**src/verilog/sbg_pkg.sv**
```systemverilog
// Constants, register map and state encodings for the sample buffer gate and trigger control
package sbg_pkg;
	// Register offsets
	localparam logic [7:0] ADDR_CFG_PRI = 8'h26; // buffer_config_primary
	localparam logic [7:0] ADDR_CFG_SEC = 8'h27; // buffer_config_secondary
	// Reset values
	localparam logic [7:0] CFG_PRI_RST = 8'h00;
	localparam logic [7:0] CFG_SEC_RST = 8'h00;
	// buffer_config_primary field positions
	localparam int PRI_READ_ORDER = 7; // 0 oldest first, 1 newest first
	localparam int PRI_MODE_HI = 6;
	localparam int PRI_MODE_LO = 5;
	localparam int PRI_GATE_EN = 4; // input_gate_enable
	localparam int PRI_TRIG_WT = 3; // trig_within_threshold_en
	localparam int PRI_TRIG_OT = 2; // trig_outside_threshold_en
	localparam int PRI_TRIG_OR = 0; // trig_orientation_en
	// buffer_config_secondary field positions
	localparam int SEC_FLUSH = 7; // flush_request
	localparam int SEC_KEEP_AWAKE = 6; // buffer_keeps_awake_en
	localparam int SEC_WM_HI = 5;
	localparam int SEC_WM_LO = 0;
	// Buffer geometry and counter limits
	localparam logic [5:0] BUF_DEPTH = 6'h20; // 32 samples
	localparam logic [4:0] DISC_MAX = 5'h1f; // discard counter saturates here
	// collection_mode encodings
	typedef enum logic [1:0] {
		MODE_DISABLED = 2'b00,
		MODE_STREAM = 2'b01,
		MODE_STOP = 2'b10,
		MODE_TRIGGER = 2'b11
	} sbg_mode_e;
	// Automatic power mode
	typedef enum logic {
		PWR_SLEEP = 1'b0,
		PWR_WAKE = 1'b1
	} sbg_pwr_e;
	// Triggered collection phase
	typedef enum logic [1:0] {
		TRG_PRE = 2'b00,
		TRG_POST = 2'b01,
		TRG_HALT = 2'b10
	} sbg_trg_e;
endpackage
```
**src/verilog/sbg_buffer_ctrl.sv**
```systemverilog
// Sample buffer control: input gate, discard tracking, triggers, flush and auto wake/sleep
// How it works
// [RULE1] Gate off: flush buffer on auto wake/sleep change
// [RULE2] Gate on: close input until emptied or flushed
// [RULE3] Discard flag set, held until buffer emptied
// [RULE4] Discard counter counts discards since flag set
// [RULE5] Gate on: keep contents, still change power mode
// [RULE6] After flush, store at current mode rate
// [RULE7] Gate ignored in triggered mode with autosleep
// [RULE8] Trigger accepted only from enabled sources
// [RULE9] Flush on disable, flush request, ungated transition
// [RULE10] Flush on entering active or external trigger
// [RULE11] Disable clears overflow, watermark and sample count
// [RULE12] Discard flag/count cleared on disable, flush, empty
// [RULE13] Combined mode: wake at once, sleep after period
// [RULE14] Pre-trigger: circular, at most watermark_level samples
// [RULE15] Post-trigger: stay awake, ignore further triggers
// [RULE16] Store 32 minus watermark, overflow, then stop
// [RULE17] Rearm on empty/flush; capture needs sleep first
// [RULE18] Combined mode: flush on every wake-to-sleep
// [RULE19] Wake-holding events block triggered collection
// [RULE20] Secondary register: flush, keep-awake, watermark fields
// [RULE21] Mode codes: disabled, stream, stop, triggered
// [RULE22] Flush request self-clears, never reads as one
// [RULE23] Watermark flag when count reaches nonzero level
// [RULE24] Discard counter saturates instead of wrapping
module sbg_buffer_ctrl (
	input wire logic i_clk,
	input wire logic i_rst,
	input wire logic i_ce,
	input wire logic i_reg_wr,
	input wire logic i_reg_rd,
	input wire logic [7:0] i_reg_addr,
	input wire logic [7:0] i_reg_wdata,
	output logic [7:0] o_reg_rdata,
	input wire logic i_active,
	input wire logic i_external_trigger_mode_mode,
	input wire logic [7:0] i_autosleep_period,
	input wire logic i_wake_event,
	input wire logic i_sample_tick,
	input wire logic i_buf_read,
	input wire logic i_evt_within,
	input wire logic i_evt_outside,
	input wire logic i_evt_orient,
	output logic o_wake,
	output logic o_store,
	output logic o_drop_oldest,
	output logic o_flush,
	output logic o_read_newest_first,
	output logic [5:0] o_sample_count,
	output logic o_overflow_flag,
	output logic o_watermark_flag,
	output logic o_gate_discard_flag,
	output logic [4:0] o_gate_discard_count
);
	// Configuration registers
	logic [7:0] cfg_pri_ff; // buffer_config_primary
	logic [6:0] cfg_sec_ff; // buffer_config_secondary without the self-clearing bit
	// Block state
	sbg_pkg::sbg_pwr_e pwr_ff; // current automatic power mode
	sbg_pkg::sbg_trg_e trg_ff; // triggered collection phase
	logic [7:0] timer_ff; // output-rate periods spent in WAKE
	logic run_ff; // previous active-or-external-trigger level
	logic gate_closed_ff; // buffer input gate is shut
	logic [5:0] cnt_ff; // samples held
	logic [5:0] post_ff; // samples stored since trigger
	logic ovf_ff;
	logic wm_ff;
	logic disc_ff;
	logic [4:0] disc_cnt_ff;
	logic flush_ff;
	logic [7:0] rdata_ff;

	// Qualified strobes; a low clock enable freezes everything
	logic tick, rd, wr_pri, wr_sec;
	assign tick = i_ce & i_sample_tick;
	assign rd = i_ce & i_buf_read & (cnt_ff != 6'h00);
	assign wr_pri = i_ce & i_reg_wr & (i_reg_addr == sbg_pkg::ADDR_CFG_PRI);
	assign wr_sec = i_ce & i_reg_wr & (i_reg_addr == sbg_pkg::ADDR_CFG_SEC);

	// Decoded fields
	sbg_pkg::sbg_mode_e mode;
	logic [5:0] wm;
	logic aslp_on, combo, gate_eff, run, run_rise;
	assign mode = sbg_pkg::sbg_mode_e'(cfg_pri_ff[sbg_pkg::PRI_MODE_HI:sbg_pkg::PRI_MODE_LO]);
	assign wm = cfg_sec_ff[sbg_pkg::SEC_WM_HI:sbg_pkg::SEC_WM_LO];
	assign aslp_on = (i_autosleep_period != 8'h00);
	// Triggered collection combined with automatic sleep
	assign combo = (mode == sbg_pkg::MODE_TRIGGER) && aslp_on;
	// The gate only acts outside the combined mode
	assign gate_eff = cfg_pri_ff[sbg_pkg::PRI_GATE_EN] & ~combo; // [RULE7]
	assign run = i_active | i_external_trigger_mode_mode;
	assign run_rise = i_ce & run & ~run_ff;

	// Trigger sources, each gated by its own enable
	logic trig_hit, trig_take;
	assign trig_hit = (cfg_pri_ff[sbg_pkg::PRI_TRIG_WT] & i_evt_within)
		| (cfg_pri_ff[sbg_pkg::PRI_TRIG_OT] & i_evt_outside)
		| (cfg_pri_ff[sbg_pkg::PRI_TRIG_OR] & i_evt_orient); // [RULE8]
	// With autosleep a capture needs SLEEP first, so a wake hold also blocks it
	assign trig_take = i_ce & run & trig_hit & (mode == sbg_pkg::MODE_TRIGGER)
		& (trg_ff == sbg_pkg::TRG_PRE)
		& (~aslp_on | (pwr_ff == sbg_pkg::PWR_SLEEP)); // [RULE15] [RULE17] [RULE19]

	// Automatic wake/sleep decisions
	logic keep_awake, timer_end, go_sleep, go_wake, auto_tr;
	assign keep_awake = i_wake_event
		| (cfg_sec_ff[sbg_pkg::SEC_KEEP_AWAKE] & (ovf_ff | wm_ff)
		& ((mode == sbg_pkg::MODE_STREAM) | (mode == sbg_pkg::MODE_STOP)));
	assign timer_end = ({1'b0, timer_ff} + 9'h001) >= {1'b0, i_autosleep_period};
	// Once triggered the combined mode holds WAKE whatever the period
	assign go_sleep = tick & run & ~run_rise & (pwr_ff == sbg_pkg::PWR_WAKE) & aslp_on
		& timer_end & ~keep_awake & ~(combo & (trg_ff != sbg_pkg::TRG_PRE)); // [RULE15]
	assign go_wake = i_ce & run & ~run_rise & (pwr_ff == sbg_pkg::PWR_SLEEP)
		& (i_wake_event | (combo & trig_take));
	assign auto_tr = go_sleep | go_wake;

	// Every flush source in one place
	logic mode_off, flush, emptied, clr_all;
	assign mode_off = wr_pri && (i_reg_wdata[sbg_pkg::PRI_MODE_HI:sbg_pkg::PRI_MODE_LO]
		== sbg_pkg::MODE_DISABLED) && (mode != sbg_pkg::MODE_DISABLED); // [RULE9]
	assign flush = (wr_sec & i_reg_wdata[sbg_pkg::SEC_FLUSH]) | mode_off // [RULE9]
		| run_rise // [RULE10]
		| (auto_tr & ~gate_eff & ~combo) // [RULE1] [RULE9]
		| (combo & go_sleep); // [RULE13] [RULE18]

	// Sample path: store, circular drop or discard
	logic stream_full, can_store, drop, disc, post_end;
	assign stream_full = (cnt_ff == sbg_pkg::BUF_DEPTH);
	assign post_end = ({1'b0, post_ff} + 7'h01) >= ({1'b0, sbg_pkg::BUF_DEPTH} - {1'b0, wm});
	assign disc = tick & gate_closed_ff & (mode != sbg_pkg::MODE_DISABLED) & ~flush; // [RULE2]
	// Combinational store decision per collection mode
	always_comb begin
		can_store = 1'b0;
		drop = 1'b0;
		unique case (mode)
			sbg_pkg::MODE_DISABLED: begin
				can_store = 1'b0; // Nothing collected
			end
			sbg_pkg::MODE_STREAM: begin
				can_store = 1'b1;
				drop = stream_full; // Oldest sample overwritten
			end
			sbg_pkg::MODE_STOP: begin
				can_store = ~stream_full; // Stops when full
			end
			sbg_pkg::MODE_TRIGGER: begin
				if (trg_ff == sbg_pkg::TRG_PRE) begin
					// Circular window of at most watermark_level samples
					can_store = (wm != 6'h00); // [RULE14]
					drop = (cnt_ff >= wm); // [RULE14]
				end else if (trg_ff == sbg_pkg::TRG_POST) begin
					can_store = 1'b1; // [RULE16]
				end else begin
					can_store = 1'b0; // Halted until emptied or flushed
				end
			end
		endcase
	end
	// Closed gate or a flush in progress blocks storing
	assign o_store = tick & run & can_store & ~gate_closed_ff & ~flush; // [RULE5]
	assign o_drop_oldest = o_store & drop;
	assign emptied = rd & (cnt_ff == 6'h01) & ~(o_store & ~drop);
	assign clr_all = flush | emptied;

	// Next sample count, used by the watermark flag too
	logic [5:0] nxt_cnt;
	always_comb begin
		nxt_cnt = cnt_ff;
		if (flush || mode == sbg_pkg::MODE_DISABLED) begin
			nxt_cnt = 6'h00; // [RULE11]
		end else if (o_store && !drop && !rd) begin
			nxt_cnt = cnt_ff + 6'h01;
		end else if (rd && !(o_store && !drop)) begin
			nxt_cnt = cnt_ff - 6'h01;
		end
	end

	// Register writes; flush_request is never stored so it self-clears
	always_ff @(posedge i_clk) begin
		if (i_rst) begin
			cfg_pri_ff <= sbg_pkg::CFG_PRI_RST;
			cfg_sec_ff <= sbg_pkg::CFG_SEC_RST[6:0];
		end else begin
			if (wr_pri) begin
				cfg_pri_ff <= i_reg_wdata; // [RULE21]
			end
			if (wr_sec) begin
				cfg_sec_ff <= i_reg_wdata[6:0]; // [RULE20] [RULE22]
			end
		end
	end

	// Register read data, flush_request always reads zero
	always_ff @(posedge i_clk) begin
		if (i_rst) begin
			rdata_ff <= 8'h00;
		end else if (i_ce && i_reg_rd) begin
			if (i_reg_addr == sbg_pkg::ADDR_CFG_PRI) begin
				rdata_ff <= cfg_pri_ff;
			end else if (i_reg_addr == sbg_pkg::ADDR_CFG_SEC) begin
				rdata_ff <= {1'b0, cfg_sec_ff}; // [RULE22]
			end else begin
				rdata_ff <= 8'h00; // Unmapped offsets read zero
			end
		end
	end

	// Power mode and autosleep timer
	always_ff @(posedge i_clk) begin
		if (i_rst) begin
			pwr_ff <= sbg_pkg::PWR_WAKE;
			timer_ff <= 8'h00;
			run_ff <= 1'b0;
		end else if (i_ce) begin
			run_ff <= run;
			if (!run || run_rise) begin
				pwr_ff <= sbg_pkg::PWR_WAKE; // [RULE13]
				timer_ff <= 8'h00;
			end else if (go_sleep) begin
				pwr_ff <= sbg_pkg::PWR_SLEEP; // Mode changes even with gate on [RULE5]
				timer_ff <= 8'h00;
			end else if (go_wake) begin
				pwr_ff <= sbg_pkg::PWR_WAKE;
				timer_ff <= 8'h00;
			end else if (keep_awake || rd) begin
				timer_ff <= 8'h00; // Host activity restarts the wait
			end else if (tick && pwr_ff == sbg_pkg::PWR_WAKE) begin
				timer_ff <= timer_ff + 8'h01;
			end
		end
	end

	// Triggered collection phase
	always_ff @(posedge i_clk) begin
		if (i_rst) begin
			trg_ff <= sbg_pkg::TRG_PRE;
			post_ff <= 6'h00;
		end else if (i_ce) begin
			if (clr_all || mode != sbg_pkg::MODE_TRIGGER) begin
				trg_ff <= sbg_pkg::TRG_PRE; // Rearm [RULE17]
				post_ff <= 6'h00;
			end else if (trig_take) begin
				trg_ff <= sbg_pkg::TRG_POST; // Later triggers ignored [RULE15]
			end else if (trg_ff == sbg_pkg::TRG_POST && o_store) begin
				post_ff <= post_ff + 6'h01;
				if (post_end) begin
					trg_ff <= sbg_pkg::TRG_HALT; // [RULE16]
				end
			end
		end
	end

	// Input gate; a transition with an empty buffer leaves nothing to guard
	always_ff @(posedge i_clk) begin
		if (i_rst) begin
			gate_closed_ff <= 1'b0;
		end else if (i_ce) begin
			if (auto_tr && gate_eff && !flush && nxt_cnt != 6'h00) begin
				gate_closed_ff <= 1'b1; // [RULE2]
			end else if (clr_all || mode == sbg_pkg::MODE_DISABLED) begin
				gate_closed_ff <= 1'b0; // Reopens at current mode rate [RULE6]
			end
		end
	end

	// Sample count, watermark and overflow
	always_ff @(posedge i_clk) begin
		if (i_rst) begin
			cnt_ff <= 6'h00;
			wm_ff <= 1'b0;
			ovf_ff <= 1'b0;
		end else if (i_ce) begin
			cnt_ff <= nxt_cnt;
			wm_ff <= (wm != 6'h00) && (nxt_cnt >= wm); // [RULE23]
			// A new overflow beats an empty-read clear in the same cycle
			if (o_store && ((mode == sbg_pkg::MODE_STREAM && stream_full)
				|| (trg_ff == sbg_pkg::TRG_POST && post_end))) begin
				ovf_ff <= 1'b1; // [RULE16]
			end else if (tick && mode == sbg_pkg::MODE_STOP && stream_full && !flush) begin
				ovf_ff <= 1'b1;
			end else if (clr_all || mode == sbg_pkg::MODE_DISABLED) begin
				ovf_ff <= 1'b0; // [RULE11]
			end
		end
	end

	// Discard flag and saturating discard counter; a discard beats a clear
	always_ff @(posedge i_clk) begin
		if (i_rst) begin
			disc_ff <= 1'b0;
			disc_cnt_ff <= 5'h00;
		end else if (i_ce) begin
			if (disc) begin
				disc_ff <= 1'b1; // [RULE3]
				if (clr_all) begin
					disc_cnt_ff <= 5'h01;
				end else if (disc_cnt_ff != sbg_pkg::DISC_MAX) begin
					disc_cnt_ff <= disc_cnt_ff + 5'h01; // [RULE4] [RULE24]
				end
			end else if (clr_all || mode == sbg_pkg::MODE_DISABLED) begin
				disc_ff <= 1'b0; // [RULE12]
				disc_cnt_ff <= 5'h00; // [RULE12]
			end
		end
	end

	// Flush indication to the buffer memory, one cycle after the decision
	always_ff @(posedge i_clk) begin
		if (i_rst) begin
			flush_ff <= 1'b0;
		end else if (i_ce) begin
			flush_ff <= flush;
		end
	end

	assign o_reg_rdata = rdata_ff;
	assign o_wake = (pwr_ff == sbg_pkg::PWR_WAKE);
	assign o_flush = flush_ff;
	assign o_read_newest_first = cfg_pri_ff[sbg_pkg::PRI_READ_ORDER];
	assign o_sample_count = cnt_ff;
	assign o_overflow_flag = ovf_ff;
	assign o_watermark_flag = wm_ff;
	assign o_gate_discard_flag = disc_ff;
	assign o_gate_discard_count = disc_cnt_ff;
endmodule

```
**config.mk**
```make
export PLATFORM = sky130hd
export DESIGN_NAME = sbg_buffer_ctrl
export DESIGN_NICKNAME = d
export VERILOG_FILES = /design/src/verilog/sbg_pkg.sv /design/src/verilog/sbg_buffer_ctrl.sv
export SDC_FILE = /design/constraint.sdc
export NUM_CORES = 1
export LEC_CHECK = 0
export ABC_AREA = 1
export BUFFER_PORTS_ARGS = -buffer_cell sky130_fd_sc_hd__buf_2
export CAP_MARGIN = 10
export CORE_MARGIN = 2
export CORE_UTILIZATION = 52
export DETAILED_ROUTE_END_ITERATION = 6
export PLACE_DENSITY_LB_ADDON = 0.05
export SLEW_MARGIN = 20
export SYNTH_ARGS = -nofsm -noshare
export SYNTH_HDL_FRONTEND = slang
export SYNTH_SLANG_ARGS = --single-unit
```
**constraint.sdc**
```tcl
create_clock -name i_clk -period 3.7 [get_ports i_clk]
set_input_delay 0.74 -clock i_clk [delete_from_list [all_inputs] [get_ports i_clk]]
set_output_delay 0.74 -clock i_clk [all_outputs]
set_load 0.005 [all_outputs]
```
==> results.cfg, run 1 <==
[placed_design]
numPortBuffers = 63
place_ws_ns = -0.194
dpl.hpwl_um = 8440
routabilityCongestion = 0.869
dp.cells = 774
place_area_um2 = 4850

[setup_path]
max_stage_delay_ns = 0.36
r2r_setup_slack_ns = -0.24
crit_path_start_kind = flop
cp_max_fo = 6
worst_path_most_repeated_cell = nand2_1
ff2ff_path_depth = 32
crit_slowest_cell = dfxtp_4
end_kind = flop
r2r_start = timer_ff[0]
rr_endpoint = o_watermark_flag
required_ns = 3.93
critPathKind = flop to flop
crit_arrival_ns = 4.17

[global_route]
grt_antenna_before_repair = 0
overflow = 0
grt_pass1_vias = 4038
grt_pass1_wl_um = 19100
grt_max_degree = 35
gr-usage-all-layers = 0.281

[timing]
setup-tns-final_ns = -0.318
grt_setup_unrepaired = yes
max_slew.worst_pin.slew_ns = 1.01
hold_viol = 0
fin_skew_ns = 0.0117
timing.fmax_mhz = 254
relSlewSlack = 0.329
whs_ns = 0.462
period_share = 1.06
finalSetupViolations = 2
worst_slack_ns = -0.238
slew_viol_final = 0
fin_crit_ns = 3.94

[routing]
drt_iter0_markers = 168
wl_um = 12100
drc = 0
drtPass1Iterations = 5
ant_nets = 0
wl_per_cell_um = 14.8
vias = 4299
vias_per_cell = 5.29

[cells_and_area]
n_antenna_cell = 0
finalNetCount = 783
stdcell_area_um2 = 5340
final_layout_size_suffix_gt1_frac = 0.293
utilization = 0.698
mostFrequentLayoutCells = 96 x nand2_1, 83 x inv_1, 63 x buf_2
area_delta_synth_final_pct = 31.5
finalNonFillerCells = 813
final_common_cell = nand2_1

[floorplanning]
start_util = 0.531
die_h_um = 92.4
dieArea_um2 = 8530
rows = 32
ioPinCount = 64
die_w_um = 92.4
coreArea_um2 = 7650

[synth]
synth_flop_cell = dfxtp_1
ys_ff_latch = 57
synth_compound_area_frac = 0.178
synthSimpleGateAreaFrac = 0.268
synth_area_um2 = 4060
async_reset_ff_frac = 0
ys_seq_area_frac = 0.281
synth_adder_area_share = 0.123
syn_avg_cell_area_um2 = 7.11
muxShareOfSynthArea = 0
synth_fp_nets = 648
synth_edf_count = 0
synthXorXnorAreaFrac = 0.0496
synth.distinct_cells = 44
synth_top_family_by_area = simple AND/OR/NAND/NOR gates
yosys_warnings = 0
synthCells = 571

[clock_tree]
cts_hold_repair.buffers = 0
clockBufferDepth = 2
clkLatencyLatePin_ns = 0.37
cts_tree = yes
cts_root_buf = clkbuf_8
clkTransAtPathRegs_ns = 0.09
clkSinkCount = 57
h-tree-depth = 3
cts_made_buffers = 9

[pwr]
powerDensity_nw_per_um2 = 263
p_total_mw = 1.41
p_sw_frac = 0.318
vdd_ir_drop_max_uv = 233
intPower_uw = 960
p_sw_uw = 447
clkPwrFrac = 0.406
leakagePower_nw = 2.65
seq_power_share = 0.450
power_frac_comb = 0.144

[hold_path]
min-delay-start = cfg_pri_ff[1]
hold_class = flop to flop
hold-path-endpoint = cfg_pri_ff[1]
whs_path_depth = 2

[run_status]
status = complete, but fails checks
violations = setup timing

[flow_run]
cap_viol_max_count = 0
[synthesized netlist by cell type, types with 6 or more instances]
library cell / n / area, um2
a21oi_1: 48 / 240
a22oi_1: 6 / 45.0
clkbuf_1: 9 / 33.8
dfxtp_1: 57 / 1140
ha_1: 40 / 500
inv_1: 84 / 315
inv_2: 12 / 45.0
nand2_1: 101 / 379
nand3_1: 40 / 200
nand4_1: 6 / 37.5
nor2_1: 44 / 165
nor3_1: 7 / 35.0
o211ai_1: 10 / 75.1
o21a_1: 6 / 45.0
o21ai_0: 27 / 135
o221ai_1: 7 / 61.3
xor2_1: 18 / 158
[routing by layer]
| metal | up-vias | routed length (um) | global-route usage |
|---|---|---|---|
| met3 | 29 | 685 | 0.0586 |
| met2 | 135 | 5820 | 0.478 |
| met1 | 1967 | 5230 | 0.359 |
| li1 | 2168 | - | - |
| met5 | - | 0 | 0 |
| met4 | 0 | 313 | 0.0821 |
[how the worst max path moves through the flow]
stage                     startpoint               end  slack [ns]  cells past startpoint
2_1_floorplan            timer_ff[0]  o_watermark_flag       0.003                     28
3_3_place_gp   i_autosleep_period[4]  o_watermark_flag       -0.12                     29
3_5_place_dp             timer_ff[0]  o_watermark_flag       -0.19                     29
4_1_cts                  timer_ff[0]  o_watermark_flag       -0.10                     32
5_1_grt                  timer_ff[1]  o_watermark_flag       -0.44                     31
6_report                 timer_ff[0]  o_watermark_flag       -0.24                     32
[worst max-delay path, delay by kind of cell, from the launching register on]
| family | cells | cell delay [ns] |
|---|---|---|
| AO/OA/AOI/OAI | 7 | 1.00 |
| AND/OR/NAND/NOR | 19 | 1.40 |
| XOR/XNOR | 1 | 0.20 |
| flip-flops | 1 | 0.36 |
| buffers and inverters | 2 | 0.14 |
| adder cells (fa/ha/maj) | 3 | 0.72 |
[cells by family (layout without fill, tap and decap cells)]
kind of cell,Yosys count,in the layout
AND/OR/NAND/NOR,225,225
AO/OA/AOI/OAI,119,119
buffers and inverters,107,247
flip-flops,57,57
adder cells (fa/ha/maj),40,40
XOR/XNOR,23,23
[registers in the layout (all words and copies together), names as in the netlist, 2 cells and up]
| register | count |
|---|---|
| o_reg_rdata | 8 |
| trg_ff | 2 |
| o_gate_discard_count | 5 |
| o_sample_count | 6 |
| timer_ff | 8 |
| cfg_pri_ff | 8 |
| post_ff | 6 |
| cfg_sec_ff | 7 |
[power groups by stage]
| stage | Combinational [mW] | Sequential, mW | Clock, mW |
|---|---|---|---|
| floorplan | 0.113 | 0.651 | 0 |
| global placement | 0.190 | 0.648 | 0 |
| detailed placement | 0.194 | 0.648 | 0 |
| CTS | 0.195 | 0.634 | 0.578 |
| global route | 0.227 | 0.635 | 0.602 |
| finish | 0.202 | 0.633 | 0.571 |
[cell type report]
cell class / count / area, um2
Multi-Input combinational cell: 407 / 2620
Tap cell: 102 / 128
Clock buffer: 9 / 124
Clock inverter: 7 / 61.3
Timing Repair Buffer: 135 / 897
Sequential cell: 57 / 1150
Inverter: 96 / 363
Fill cell: 660 / 2310
[what timing repair did]
item / in CTS / in global routing
buffers inserted: 23 / 0
endpoints found under the hold margin: 0 / 0
gates resized for setup: 3 / 26
setup endpoints to repair: 1 / 4
pin swaps: 4 / 5
Power figures use the tool's default switching activity.
==> run 2: changes to the inputs <==
ABC_AREA = unset   (was 1)
==> run 2 against run 1 <==
  * The flow now finishes without violations
  * Synthesized area decreased by 0.37%
  * Clock power increased by 20%
  * Clock-buffer cell count unchanged
  * Utilization decreased by 1.7 points
  * Global-route usage decreased by 0.077 points
  * Fmax increased by 6.6%
  * Sequential share of layout area increased by 0.60 points
  * Largest cell class unchanged
==> results.cfg, run 2 <==
[run_status]
status = complete, no violations

[synth]
syn_avg_cell_area_um2 = 8.16
yosysMostFrequentCell = nor2_1
ys_seq_area_frac = 0.282
synth.distinct_cells = 70
synth_fp_nets = 573
synth_flop_cell = dfxtp_1
async_reset_ff_frac = 0
ys_ff_latch = 57
yosys.area.top_type = dfxtp_1
synth.area.top_cells = dfxtp_1 28%, ha_1 12%, nor2_1 6.1%
synth_edf_count = 0
synthCells = 496
yosysTopAreaCellShare = 0.282
synthTopCellsByCount = 66 x nor2_1, 57 x dfxtp_1, 40 x ha_1
yosys_warnings = 0
synth_area_um2 = 4050

[setup_path]
r2r_setup_slack_ns = 0.005
crit_path_start_kind = flop
end_kind = flop
critPathKind = flop to flop
ff2ff_path_depth = 21
rr_endpoint = o_watermark_flag
r2r_start = timer_ff[0]
cp_max_fo = 4
required_ns = 3.93
crit_arrival_ns = 3.93

[timing]
fin_crit_ns = 3.69
whs_ns = 0.499
finalSetupViolations = 0
relSlewSlack = 0.596
slew_viol_final = 0
timing.fmax_mhz = 271
hold_viol = 0
period_share = 0.999
grt_setup_unrepaired = yes
fin_skew_ns = 0.0127
max_slew.worst_pin.slew_ns = 0.603

[routing]
drtPass1Iterations = 5
wl_um = 11800
wl_per_cell_um = 16.3
vias_per_cell = 5.78
drt_iter0_markers = 260
drc = 0
vias = 4159
ant_nets = 0

[clock_tree]
clkLatencyLatePin_ns = 0.35
cts_made_buffers = 9
clkSinkCount = 57
cts_root_buf = clkbuf_8
h-tree-depth = 3
clkTransAtPathRegs_ns = 0.07
cts_hold_repair.buffers = 0
cts_tree = yes
clockBufferDepth = 2

[flow_run]
cap_viol_max_count = 0

[global_route]
grt_pass1_vias = 3984
grt_max_degree = 58
overflow = 0
grt_pass1_wl_um = 19000
gr-usage-all-layers = 0.280
grt_antenna_before_repair = 0

[cells_and_area]
final_layout_size_suffix_gt1_frac = 0.286
mostFrequentLayoutCells = 65 x nor2_1, 63 x buf_2, 57 x buf_4
finalNetCount = 690
utilization = 0.681
final_common_cell = nor2_1
stdcell_area_um2 = 5200
area_delta_synth_final_pct = 28.7
n_antenna_cell = 0

[pwr]
leakagePower_nw = 2.28
powerDensity_nw_per_um2 = 271
vdd_ir_drop_max_uv = 292

[floorplanning]
start_util = 0.529
ioPinCount = 64
dieArea_um2 = 8500
die_w_um = 92.2
rows = 32
die_h_um = 92.2
coreArea_um2 = 7650

[placed_design]
numPortBuffers = 63
dpl.hpwl_um = 8660
place_area_um2 = 4840
routabilityCongestion = 0.912

[hold_path]
hold_class = flop to flop
min-delay-start = o_gate_discard_flag
whs_path_depth = 2
hold-path-endpoint = o_gate_discard_flag
==> run 2: layout make-up <==
class | count | area [um2]
clock buffer | 9 | 124
clock inverter | 7 | 101
fill | 650 | 2440
inverter | 33 | 124
multi-input combinational | 391 | 2820
sequential | 57 | 1150
tap | 102 | 128
timing repair buffer | 121 | 763
==> run 2: power by group <==
part / switching (mW) / internal, mW / total, mW
combinational: 0.0671 / 0.0442 / 0.111
clock: 0.299 / 0.385 / 0.683
sequential: 0.00182 / 0.614 / 0.615
total: 0.368 / 1.04 / 1.41
==> run 2: worst max path at each step <==
stage,slack (ns),start,end,cells past startpoint
floorplan,0.02,timer_ff[0],o_watermark_flag,21
global placement,0.03,i_reg_wdata[6],o_watermark_flag,16
detailed placement,-0.03,i_autosleep_period[3],o_watermark_flag,15
CTS,0.002,timer_ff[0],o_watermark_flag,21
global route,-0.14,timer_ff[0],o_watermark_flag,21
finish,0.005,timer_ff[0],o_watermark_flag,21
==> run 2: kinds of logic after synthesis <==
family,synth area share
compound gates,0.203
mux,0.0705
fa+ha+maj,0.124
buf+inv,0.0476
simple gates,0.240
xor+xnor,0.0325
flops,0.282
==> run 2: what timing repair did <==
item	in CTS	in global routing
pin swaps	2	15
setup buffers	1	4
resized for setup	0	20
endpoints found under the setup margin	1	4
==> run 2: worst max-delay path, cell delays in order, from the launching register on <==
cell      delay [ns]
dfxtp_4         0.38
ha_4            0.15
nand3_4         0.08
inv_2           0.08
nand3_4         0.09
xnor2_2         0.16
ha_1            0.34
a21oi_2         0.14
o21ai_1         0.08
a221oi_2        0.34
o21ai_2         0.12
nor2_2          0.20
nand2_1         0.12
ha_1            0.32
nand2b_4        0.14
a21o_1          0.15
a21o_1          0.15
a21o_1          0.16
a21oi_2         0.11
nor2b_1         0.05
o221ai_1        0.14
a21oi_1         0.08
==> run 2: metrics by stage <==
| step | instances | worst slack [ns] | power [mW] | setup TNS, ns |
|---|---|---|---|---|
| after CTS | 715 | 0.00206 | 1.41 | 0 |
| after global routing | 720 | -0.145 | 1.45 | -0.165 |
| final | 720 | 0.00541 | 1.41 | 0 |
| after detailed placement | 698 | -0.0296 | 0.737 | -0.0296 |
| after floorplan | 496 | 0.0156 | 0.684 | 0 |
| after global placement | 698 | 0.0289 | 0.735 | 0 |
==> run 2: routing by layer <==
| metal | GRT usage | share of wire | vias up |
|---|---|---|---|
| met1 | 0.373 | 0.46 | 1955 |
| met2 | 0.455 | 0.47 | 142 |
| met5 | 0 | 0 | - |
| met4 | 0.116 | 0.024 | 0 |
| met3 | 0.0411 | 0.053 | 26 |
| li1 | - | - | 2036 |
